===== src/rtl/wakeup_pkg.sv =====
// Purpose: shared constants of the periodic wakeup timer
// Assumes: 125 MHz mclk, word-per-register Avalon-MM map
// Notes:   register index times four gives the byte address
package wakeup_pkg;

  localparam int          ADDR_W        = 12;
  localparam int          DATA_W        = 32;
  localparam int          INDEX_W       = 10;
  localparam int          TRIM_W        = 6;
  localparam int          RATE_W        = 16;
  localparam int          COUNT_W       = RATE_W + 1;

  // register indices
  localparam logic [9:0]  CTRL_INDEX    = 10'h2F2;
  localparam logic [9:0]  TRIM_INDEX    = 10'h2F3;
  localparam logic [9:0]  RATE_INDEX    = 10'h2F4;
  localparam logic [9:0]  STATUS_INDEX  = 10'h2F8;
  localparam logic [9:0]  MASK_INDEX    = 10'h2F9;

  // control and trim field positions
  localparam int          CLK_SEL_BIT   = 7;
  localparam int          WAVE_SEL_BIT  = 4;
  localparam int          EXT_EN_BIT    = 3;
  localparam int          FEATURE_BIT   = 2;
  localparam int          IRQ_EN_BIT    = 1;
  localparam int          FLAG_BIT      = 0;
  localparam int          TRIM_LSB      = 2;

  // reset values
  localparam logic        CTRL_BIT_RESET = 1'b0;
  localparam logic [5:0]  TRIM_RESET    = 6'h00;
  localparam logic [15:0] RATE_RESET    = 16'h0000;

  // timing
  localparam int          CLK_PERIOD_NS = 8;
  localparam int          OSC_TICK_NS   = 100000;
  localparam int          OSC_TICK_CYCLES =
    (OSC_TICK_NS + CLK_PERIOD_NS - 1) / CLK_PERIOD_NS;
  localparam int          TRIM_UNIT_CYCLES = 8;

  typedef enum logic [1:0] {
    BUS_IDLE   = 2'b01,
    BUS_ANSWER = 2'b10
  } bus_state_type;

endpackage


===== src/rtl/wakeup_osc.sv =====
// Purpose: trimmed internal tick source, one tick per nominal 0.1 ms
// Assumes: run low holds the divider at its start
// Notes:   trim changes take effect on the running interval
`timescale 1ns/100ps
module wakeup_osc #(
  parameter int OSC_CYCLES = wakeup_pkg::OSC_TICK_CYCLES,
  parameter int TRIM_UNIT  = wakeup_pkg::TRIM_UNIT_CYCLES
) (
  input  wire logic                          mclk,
  input  wire logic                          rst_n,
  input  wire logic                          run,
  input  wire logic [wakeup_pkg::TRIM_W-1:0] trim,
  output logic                               tick
);
  import wakeup_pkg::*;

  typedef struct packed {
    logic [COUNT_W-1:0] count;
    logic               tick;
  } osc_state_type;

  osc_state_type s;
  osc_state_type next_s;

  // upper trim bit lengthens, each lower bit shortens by half the last
  function automatic logic [COUNT_W-1:0] trimmed_limit(
    input logic [TRIM_W-1:0] t);
    int p;
    p = OSC_CYCLES + TRIM_UNIT * (32 * int'(t[5]) - 16 * int'(t[4])
        - 8 * int'(t[3]) - 4 * int'(t[2]) - 2 * int'(t[1])
        - int'(t[0]));
    if (p < 2) begin
      p = 2;
    end
    return COUNT_W'(p - 1);
  endfunction

  always_comb begin
    next_s      = s;
    next_s.tick = 1'b0;
    if (!run) begin
      next_s.count = '0;
    end else if (s.count >= trimmed_limit(trim)) begin
      next_s.count = '0;
      next_s.tick  = 1'b1;
    end else begin
      next_s.count = s.count + 1'b1;
    end
  end

  always_ff @(posedge mclk or negedge rst_n) begin
    if (!rst_n) begin
      s <= '0;
    end else begin
      s <= next_s;
    end
  end

  assign tick = s.tick;

endmodule // wakeup_osc


===== src/rtl/periodic_wakeup_timer.sv =====
// Purpose: self-timed periodic wakeup timer with Avalon-MM registers
// Assumes: single 125 MHz clock, master holds requests per Avalon
// Notes:   one wait state per access, unmapped reads return zero
`timescale 1ns/100ps

//
// Overview of operation
// - clock select 0 internal oscillator, 1 bus
// - clock select writable only with feature off and left off
// - square wave at twice the timeout period
// - otherwise one-tick high pulse per period
// - pin driven only with output and feature enabled
// - feature enable starts and stops the timer
// - interrupt request while flag and enable set
// - flag sets whenever the period elapses
// - flag cleared by writing one, clear wins
// - six-bit trim held in bits seven to two
// - top trim bit lengthens, lower bits shorten
// - trim resets to zero or factory preset
// - period is two times rate plus two ticks
// - rate writable only with feature off
module periodic_wakeup_timer #(
  parameter int OSC_CYCLES = wakeup_pkg::OSC_TICK_CYCLES,
  parameter int TRIM_UNIT  = wakeup_pkg::TRIM_UNIT_CYCLES
) (
  input  wire logic                          mclk,
  input  wire logic                          rst_n,
  input  wire logic [wakeup_pkg::ADDR_W-1:0] avs_address,
  input  wire logic                          avs_read,
  input  wire logic                          avs_write,
  input  wire logic [wakeup_pkg::DATA_W-1:0] avs_writedata,
  input  wire logic [3:0]                    avs_byteenable,
  output logic      [wakeup_pkg::DATA_W-1:0] avs_readdata,
  output logic                               avs_waitrequest,
  input  wire logic                          trim_preset_sel,
  input  wire logic [wakeup_pkg::TRIM_W-1:0] trim_preset,
  output logic                               wakeup_irq,
  output logic                               ext_wave_out,
  output logic                               ext_wave_oe
);
  import wakeup_pkg::*;

  typedef struct packed {
    bus_state_type      bus;
    logic [DATA_W-1:0]  rdata;
    logic               loaded;
    logic               clk_sel;
    logic               wave_sel;
    logic               ext_en;
    logic               feature;
    logic               irq_en;
    logic               flag;
    logic [TRIM_W-1:0]  trim;
    logic [RATE_W-1:0]  rate;
    logic [COUNT_W-1:0] count;
    logic               square;
    logic               pulse;
    logic               irq;
    logic               pin;
    logic               pin_oe;
    logic               preset_sel_meta;
    logic               preset_sel_sync;
    logic [TRIM_W-1:0]  preset_meta;
    logic [TRIM_W-1:0]  preset_sync;
    logic [1:0]         settle;
  } timer_state_type;

  timer_state_type s;
  timer_state_type next_s;

  logic osc_tick;
  logic osc_run;
  logic tick;
  logic timeout;
  logic clear_flag;
  logic write_now;
  logic [7:0] wbyte;

  // word decode of a byte address against a register index
  function automatic logic hit(input logic [ADDR_W-1:0] addr,
                               input logic [INDEX_W-1:0] index);
    return addr[ADDR_W-1:2] == index;
  endfunction

  function automatic logic [7:0] ctrl_byte(input timer_state_type t);
    logic [7:0] b;
    b               = 8'h00;
    b[CLK_SEL_BIT]  = t.clk_sel;
    b[WAVE_SEL_BIT] = t.wave_sel;
    b[EXT_EN_BIT]   = t.ext_en;
    b[FEATURE_BIT]  = t.feature;
    b[IRQ_EN_BIT]   = t.irq_en;
    b[FLAG_BIT]     = t.flag;
    return b;
  endfunction

  function automatic logic [DATA_W-1:0] read_word(
    input timer_state_type t, input logic [ADDR_W-1:0] addr);
    logic [DATA_W-1:0] w;
    w = '0;
    if (hit(addr, CTRL_INDEX)) begin
      w[7:0] = ctrl_byte(t);
    end else if (hit(addr, TRIM_INDEX)) begin
      w[7:TRIM_LSB] = t.trim;
    end else if (hit(addr, RATE_INDEX)) begin
      w[RATE_W-1:0] = t.rate;
    end else if (hit(addr, STATUS_INDEX)) begin
      w[FLAG_BIT] = t.flag;
    end else if (hit(addr, MASK_INDEX)) begin
      w[FLAG_BIT] = t.irq_en;
    end
    return w;
  endfunction

  // internal oscillator only runs while it is the chosen source
  assign osc_run = s.feature & ~s.clk_sel;

  wakeup_osc #(
    .OSC_CYCLES (OSC_CYCLES),
    .TRIM_UNIT  (TRIM_UNIT)
  ) osc (
    .mclk  (mclk),
    .rst_n (rst_n),
    .run   (osc_run),
    .trim  (s.trim),
    .tick  (osc_tick)
  );

  assign tick      = s.clk_sel ? 1'b1 : osc_tick;
  assign write_now = (s.bus == BUS_ANSWER) & avs_write;
  assign wbyte     = avs_writedata[7:0];

  // end of the full period, the counter sits at 2*(rate+1)-1
  assign timeout = s.feature & tick
                   & (s.count >= {s.rate, 1'b1});

  always_comb begin
    clear_flag = 1'b0;
    if (write_now && avs_byteenable[0] && wbyte[FLAG_BIT]) begin
      if (hit(avs_address, CTRL_INDEX)
          || hit(avs_address, STATUS_INDEX)) begin
        clear_flag = 1'b1;
      end
    end
  end

  always_comb begin
    next_s = s;

    // bus handshake: one wait state, data and write on the answer
    case (s.bus)
      BUS_IDLE: begin
        if (avs_read || avs_write) begin
          next_s.bus = BUS_ANSWER;
        end
        if (avs_read) begin
          next_s.rdata = read_word(s, avs_address);
        end
      end
      BUS_ANSWER: begin
        next_s.bus = BUS_IDLE;
      end
      default: begin
        next_s.bus = BUS_IDLE;
      end
    endcase

    // straps pass two flip-flops before the preset load reads them
    next_s.preset_sel_meta = trim_preset_sel;
    next_s.preset_sel_sync = s.preset_sel_meta;
    next_s.preset_meta     = trim_preset;
    next_s.preset_sync     = s.preset_meta;

    // trim preset captured once the strap pipeline has filled
    if (!s.loaded) begin
      if (!s.settle[1]) begin
        next_s.settle = s.settle + 2'h1;
      end else begin
        next_s.loaded = 1'b1;
        next_s.trim   = s.preset_sel_sync ? s.preset_sync
                                          : TRIM_RESET;
      end
    end

    // register writes
    if (write_now && avs_byteenable[0]) begin
      if (hit(avs_address, CTRL_INDEX)) begin
        if (!s.feature && !wbyte[FEATURE_BIT]) begin
          next_s.clk_sel = wbyte[CLK_SEL_BIT];
        end
        next_s.wave_sel = wbyte[WAVE_SEL_BIT];
        next_s.ext_en   = wbyte[EXT_EN_BIT];
        next_s.feature  = wbyte[FEATURE_BIT];
        next_s.irq_en   = wbyte[IRQ_EN_BIT];
      end
      if (hit(avs_address, TRIM_INDEX)) begin
        next_s.trim   = wbyte[7:TRIM_LSB];
        next_s.loaded = 1'b1;
      end
      if (hit(avs_address, MASK_INDEX)) begin
        next_s.irq_en = wbyte[FLAG_BIT];
      end
    end
    if (write_now && hit(avs_address, RATE_INDEX) && !s.feature) begin
      if (avs_byteenable[0]) begin
        next_s.rate[7:0] = avs_writedata[7:0];
      end
      if (avs_byteenable[1]) begin
        next_s.rate[15:8] = avs_writedata[15:8];
      end
    end

    // period counter
    if (!s.feature) begin
      next_s.count  = '0;
      next_s.square = 1'b0;
      next_s.pulse  = 1'b0;
    end else if (timeout) begin
      next_s.count  = '0;
      next_s.square = ~s.square;
      next_s.pulse  = 1'b1;
    end else if (tick) begin
      next_s.count = s.count + 1'b1;
      next_s.pulse = 1'b0;
    end

    // sticky flag, a clear in the same cycle beats the timeout
    next_s.flag = (s.flag | timeout) & ~clear_flag;

    // registered outputs follow the next state without lag
    next_s.irq    = next_s.flag & next_s.irq_en;
    next_s.pin_oe = next_s.ext_en & next_s.feature;
    next_s.pin    = next_s.pin_oe
                    & (next_s.wave_sel ? next_s.square
                                       : next_s.pulse);
  end

  always_ff @(posedge mclk or negedge rst_n) begin
    if (!rst_n) begin
      s          <= '0;
      s.bus      <= BUS_IDLE;
      s.clk_sel  <= CTRL_BIT_RESET;
      s.wave_sel <= CTRL_BIT_RESET;
      s.ext_en   <= CTRL_BIT_RESET;
      s.feature  <= CTRL_BIT_RESET;
      s.irq_en   <= CTRL_BIT_RESET;
      s.flag     <= CTRL_BIT_RESET;
      s.trim     <= TRIM_RESET;
      s.rate     <= RATE_RESET;
    end else begin
      s <= next_s;
    end
  end

  assign avs_waitrequest = (avs_read | avs_write)
                           & (s.bus != BUS_ANSWER);
  assign avs_readdata    = s.rdata;
  assign wakeup_irq      = s.irq;
  assign ext_wave_out    = s.pin;
  assign ext_wave_oe     = s.pin_oe;

endmodule // periodic_wakeup_timer


===== config.mk =====
export PLATFORM = sky130hd
export DESIGN_NAME = periodic_wakeup_timer
export DESIGN_NICKNAME = d
export VERILOG_FILES = /design/src/rtl/wakeup_pkg.sv /design/src/rtl/wakeup_osc.sv /design/src/rtl/periodic_wakeup_timer.sv
export SDC_FILE = /design/constraint.sdc
export NUM_CORES = 1
export LEC_CHECK = 0
export ABC_CLOCK_PERIOD_IN_PS = 5300
export CAP_MARGIN = 30
export CORE_MARGIN = 3
export CORE_UTILIZATION = 60
export DETAILED_ROUTE_END_ITERATION = 8
export DONT_BUFFER_PORTS = 1
export PLACE_DENSITY = 0.76
export SLEW_MARGIN = 20
export SYNTH_ARGS = -nofsm -noshare
export SYNTH_HDL_FRONTEND = slang
export SYNTH_SLANG_ARGS = --single-unit
export TNS_END_PERCENT = 100

===== constraint.sdc =====
create_clock -name mclk -period 5.3 [get_ports mclk]
set_input_delay 1.06 -clock mclk [delete_from_list [all_inputs] [get_ports mclk]]
set_output_delay 1.06 -clock mclk [all_outputs]
set_load 0.02 [all_outputs]

==> results of run 1 <==
routing by layer:
| metal | global-route usage | vias to the layer above |
|---|---|---|
| met3 | 0.0427 | 18 |
| met1 | 0.297 | 2003 |
| met5 | 0 | - |
| li1 | - | 2072 |
| met4 | 0.0813 | 0 |
| met2 | 0.346 | 104 |
layout by cell type, fill, tap and decap left out, drive strengths merged, types with 3 or more instances in the layout:
cell type  instances
a22o               4
clkinvlp           3
xor2              14
and3               7
nor3               4
nand3             27
nor2              26
o21ai             28
and2               4
dfrtp            102
ha                48
nand4              6
and4               6
a22oi              4
a41oi              3
nand2             75
mux2              24
and2b              3
inv               40
a21o               6
xnor2             17
conb              16
a31oi             17
a211oi             4
clkbuf            11
nor2b              6
mux2i              4
a21oi             42
a32oi              3
a21boi             3
nand2b             6
or2                3
through the flow:
stage	instances	utilization	setup slack, ps	hold slack (ps)
final	731	0.631	420	356
after global routing	731	0.631	99.9	359
after CTS	731	0.631	300	357
after detailed placement	715	0.611	314	335
after global placement	715	0.611	466	332
after floorplan	629	-	489	331
where the power goes:
part,leakage (nW),switching [mW],internal [mW]
combinational,1.42,0.0476,0.0140
clock,0.0886,0.274,0.200
sequential,1.37,0.00761,0.802
logic make-up (layout without fill, tap and decap cells):
family	count (synthesis)	count (layout)	share of synthesized area
AOI/OAI and AO/OA	129	129	0.144
xor gates and xnor gates	31	31	0.0445
adders and majority gates	49	49	0.102
buffers and inverters	87	56	0.0814
DFF	103	103	0.422
muxes	28	28	0.0508
other	1	16	0.000614
and+or+nand+nor	186	186	0.155
flip-flops by register name (all words and copies together), names as in the netlist:
| register | count |
|---|---|
| s | 59 |
| osc.s | 17 |
| avs_readdata | 16 |
| next_s | 7 |
| ext_wave_oe | 1 |
| ext_wave_out | 1 |
| osc.tick | 1 |
| wakeup_irq | 1 |
final timing paths:
| check | startpoint | end | depth (start not counted) |
|---|---|---|---|
| setup / recovery | s[54] | osc.s[2] | 22 |
| hold / removal | next_s[14] | s[14] | 0 |
| hold reg to reg | next_s[14] | s[14] | 0 |
| max in group asynchronous | rst_n | s[99] | 0 |
| min in group asynchronous | rst_n | osc.s[11] | 0 |
| setup reg to reg | s[54] | osc.s[2] | 22 |
repair_timing:
action                     4_1_cts  5_1_grt
buffers inserted                 0        0
resized for setup                0        1
hold endpoints to repair         0        0
setup endpoints to repair        0        2
layout make-up:
class	instances	area share
Inverter	38	0.0230
Timing Repair Buffer	2	0.00242
Sequential cell	103	0.416
Clock inverter	5	0.00646
Tap cell	133	0.0269
Clock buffer	11	0.0244
Multi-Input combinational cell	439	0.501
==> out/metrics.cfg, run 1 <==
[routing]
vias=4197
drt_iter0_drc=239
antenna_left=0
met2_length_um=5430
dr_wl_met3_um=601
drc_errors=0
drtPass1Iterations=4
wl_um=11600
wl_per_cell_um=15.9
dr.max_layer_used=met4
vias_per_cell=5.74
met1_length_um=5370

[min_path]
min_path_type=reg -> reg

[synth]
yosysUniqueCellTypes=68
yosys-top-cells-count=102 x dfrtp_1, 75 x nand2_1, 48 x ha_1, 38 x inv_1, 33 x buf_4
ys_ff_latch=103
synth.most_common_cell=dfrtp_1
async_flop_share=1.00
ys_warn_count=0
ys_seq_area_frac=0.422
synth.area.top_cells=dfrtp_1 42%, ha_1 9.8%, nand2_1 4.6%
synthFlopType=dfrtp_1
synthesis.area_um2=6100
syn_avg_cell_area_um2=9.94
yosys.area.top_type_share=0.418
synth_top_area_cell=dfrtp_1
postSynthCellCount=614
synth_edf_count=0

[critical_path]
cp_top_family=simple AND/OR/NAND/NOR gates
reg2reg_setup_slack_ps=420
worst-path-buf-inv=5
path_cells=inv_1 > ha_1 > ha_1 > inv_1 > ha_1 > nor2_1 > nor3_2 > inv_1 > ha_1 > or4b_1 > nor4_1 > o21ai_0 > xnor2_1 > buf_4 > inv_1 > ha_1 > a211o_1 > a21o_1 > a21oi_2 > o221ai_2 > or4_4 > a21boi_0
cpMostUsedCell=ha_1
cp-start-kind=flip-flop
crit_arrival_ps=5160
path_max_fanout=17
critPathKind=reg -> reg
cp.required_ps=5580
critPathMaxStageDelay_ps=640
slowest_stage=or4_4
end_kind=flip-flop

[global_routing]
grt_max_degree=104
overflow=0
grt_pass1_wl_um=20000
antenna_found_initial=0
grt.total_usage=0.217
grt_pass1_vias=4249

[floorplanning]
rows=36
dieArea_um2=11400
boundaryPins=95
core-area_um2=9820
die_h_um=107
start_util=0.622
die_w_um=107

[layout]
seq_area_um2=2580
final_nets=701
n_antenna_cell=0
drive_above_1_share=0.105
fin_area_um2=6200
multi_input_area_um2=3100
nFillCells=810
area_growth_pct=1.52

[cts]
clock_latency_ps=360
clock_path_buffers=2
cts_max_level=3
cts_buffers=9
tritoncts=yes
clkTransAtPathRegs_ps=100
clock-root-buffer=clkbuf_8
cts.hold.buffers_added=0
clock_sinks=103

[power]
p_per_area_nw_per_um2=217
max-vdd-ir-drop_uv=244
finalPower_mw=1.34
cellLeakagePower_nw=2.88

[placed_design]
place_hpwl_um=8810
placed_cell_area_um2=6000
gp_congestion=0.845
numPortBuffers=0

[sta]
max_slew_margin=0.391
fin_tns_setup_ps=0
finalSetupViolations=0
rsz0062_at_grt=no
timing.fmax_mhz=205
min_period_ps=4880
slew_viol_final=0
final_hold_viol_count=0
clock_skew_ps=6.91
worstMarginPinSlew_ps=910
min_period_over_period=0.921

[run]
drv_cap=0

[run_status]
status=finished clean

Power figures use the tool's default switching activity.
==> run 2: changes to the inputs <==
Settings changed: PLACE_DENSITY 0.76 to unset, PLACE_DENSITY_LB_ADDON set to 0.08.
==> run 2 against run 1 <==
Effect of this change:
- first-iteration DRC count is 32% lower
- global-route usage grew 0.21 points
- clock skew is 3.8 ps higher
- hold slack got worse by 9.9 ps
- power up 0.21%
- clock power hardly changed
- highest routed layer unchanged
==> out/metrics.cfg, run 2 (synthesis gave the netlist of run 1 again) <==
[run_status]
status=finished clean

[critical_path]
reg2reg_setup_slack_ps=450
path_cells=inv_1 > ha_1 > ha_1 > inv_1 > ha_1 > nor2_1 > nor3_2 > inv_1 > ha_1 > or4b_1 > nor4_1 > o21ai_0 > xnor2_1 > buf_4 > inv_1 > ha_1 > a211o_1 > a21o_1 > a21oi_2 > o221ai_2 > or4_4 > buf_4 > a21oi_2
cpMostUsedCell=ha_1
r2r-start=s[54]
worst-path-buf-inv=6
path_max_fanout=9
timing.rr.end=osc.s[14]
cp-start-kind=flip-flop
critPathKind=reg -> reg
crit_arrival_ps=5160
cp.required_ps=5620
critPathMaxStageDelay_ps=600
end_kind=flip-flop
rr_worst_depth=23
cp_top_family=simple AND/OR/NAND/NOR gates
slowest_stage=or4_4

[routing]
drt_iter0_drc=163
wl_per_cell_um=15.9
wl_um=11800
vias=4239
vias_per_cell=5.72
antenna_left=0
drtPass1Iterations=4
drc_errors=0

[placed_design]
numPortBuffers=0
dp_slack_ps=250
dp_cells=715
gp_congestion=0.805
placed_cell_area_um2=6000
place_hpwl_um=8820

[sta]
clock_skew_ps=10.7
slew_viol_final=0
max_slew_margin=0.412
fin_ws_ps=453
finalSetupViolations=0
min_period_ps=4850
fin_tns_setup_ps=0
min_period_over_period=0.915
timing.fmax_mhz=206
rsz0062_at_grt=no
whs_ps=346
worstMarginPinSlew_ps=878
final_hold_viol_count=0

[layout]
final_nets=711
fin_area_um2=6270
final_common_cell=dfrtp_1
n_antenna_cell=0
fin_util=0.639
area_growth_pct=2.71
fin_cells=741
largest_reg_flops=59
top_register=s
drive_above_1_share=0.120
most-common-layout-cells=102 x dfrtp_1, 75 x nand2_1, 48 x ha_1

[global_routing]
overflow=0
grt_pass1_vias=4107
antenna_found_initial=0
grt_pass1_wl_um=19700
grt_most_used_layer=met2
grt_use_met2=0.355
use_met1=0.287
grt.total_usage=0.220
grt_max_degree=104
use_met3=0.0704

[cts]
cts.hold.buffers_added=0
cts_buffers=9
clock-root-buffer=clkbuf_8
clkTransAtPathRegs_ps=110
tritoncts=yes
cts_max_level=3
clock_latency_ps=390
clock_path_buffers=2
clock_sinks=103

[floorplanning]
dieArea_um2=11400
boundaryPins=95
start_util=0.622
rows=36
core-area_um2=9820
die_h_um=107
die_w_um=107

[power]
clkPwrFrac=0.353
p_int_mw=0.997
swShare=0.260
p_per_area_nw_per_um2=215
comb_power_share=0.046
cellLeakagePower_nw=2.92
max-vdd-ir-drop_uv=309
finalPower_mw=1.35
switchingPower_mw=0.351
seqPwrFrac=0.600

[min_path]
min_path_type=in -> async

[run]
drv_cap=0

[run 2: repair_timing]
action                                 in CTS  in global routing
setup endpoints to repair                   0                 17
gates resized for setup                     0                  2
buffers inserted                            0                  9
endpoints found under the hold margin       0                  0
[run 2: worst max path at each step]
| stage | from | end | slack (ps) | cells after the start |
|---|---|---|---|---|
| CTS | s[54] | osc.s[2] | 250 | 22 |
| detailed placement | s[54] | osc.s[2] | 250 | 22 |
| global placement | s[54] | osc.s[2] | 450 | 22 |
| finish | s[54] | osc.s[14] | 450 | 23 |
| global route | s[54] | osc.s[14] | 30 | 23 |
| floorplan | s[54] | osc.s[10] | 490 | 24 |
[run 2: layout make-up]
class | count | area [um^2]
Tap cell | 133 | 166
Fill cell | 843 | 3550
Sequential cell | 103 | 2580
Inverter | 38 | 143
Multi-Input combinational cell | 440 | 3110
Clock inverter | 7 | 61.3
Timing Repair Buffer | 11 | 82.6
Clock buffer | 9 | 124
[run 2: routing by layer]
metal / vias up / share of wire
li1: 2088 / -
met1: 2058 / 0.46
met2: 82 / 0.47
met3: 11 / 0.059
met4: 0 / 0.011
met5: - / 0
[run 2: power groups by stage]
| stage | Combinational (mW) | Sequential (mW) | Clock, mW |
|---|---|---|---|
| 2_1_floorplan | 0.0663 | 0.822 | 0 |
| 3_5_place_dp | 0.0626 | 0.824 | 0 |
| 6_report | 0.0626 | 0.809 | 0.476 |
| 3_3_place_gp | 0.0604 | 0.824 | 0 |
| 5_1_grt | 0.0709 | 0.811 | 0.519 |
| 4_1_cts | 0.0624 | 0.809 | 0.490 |
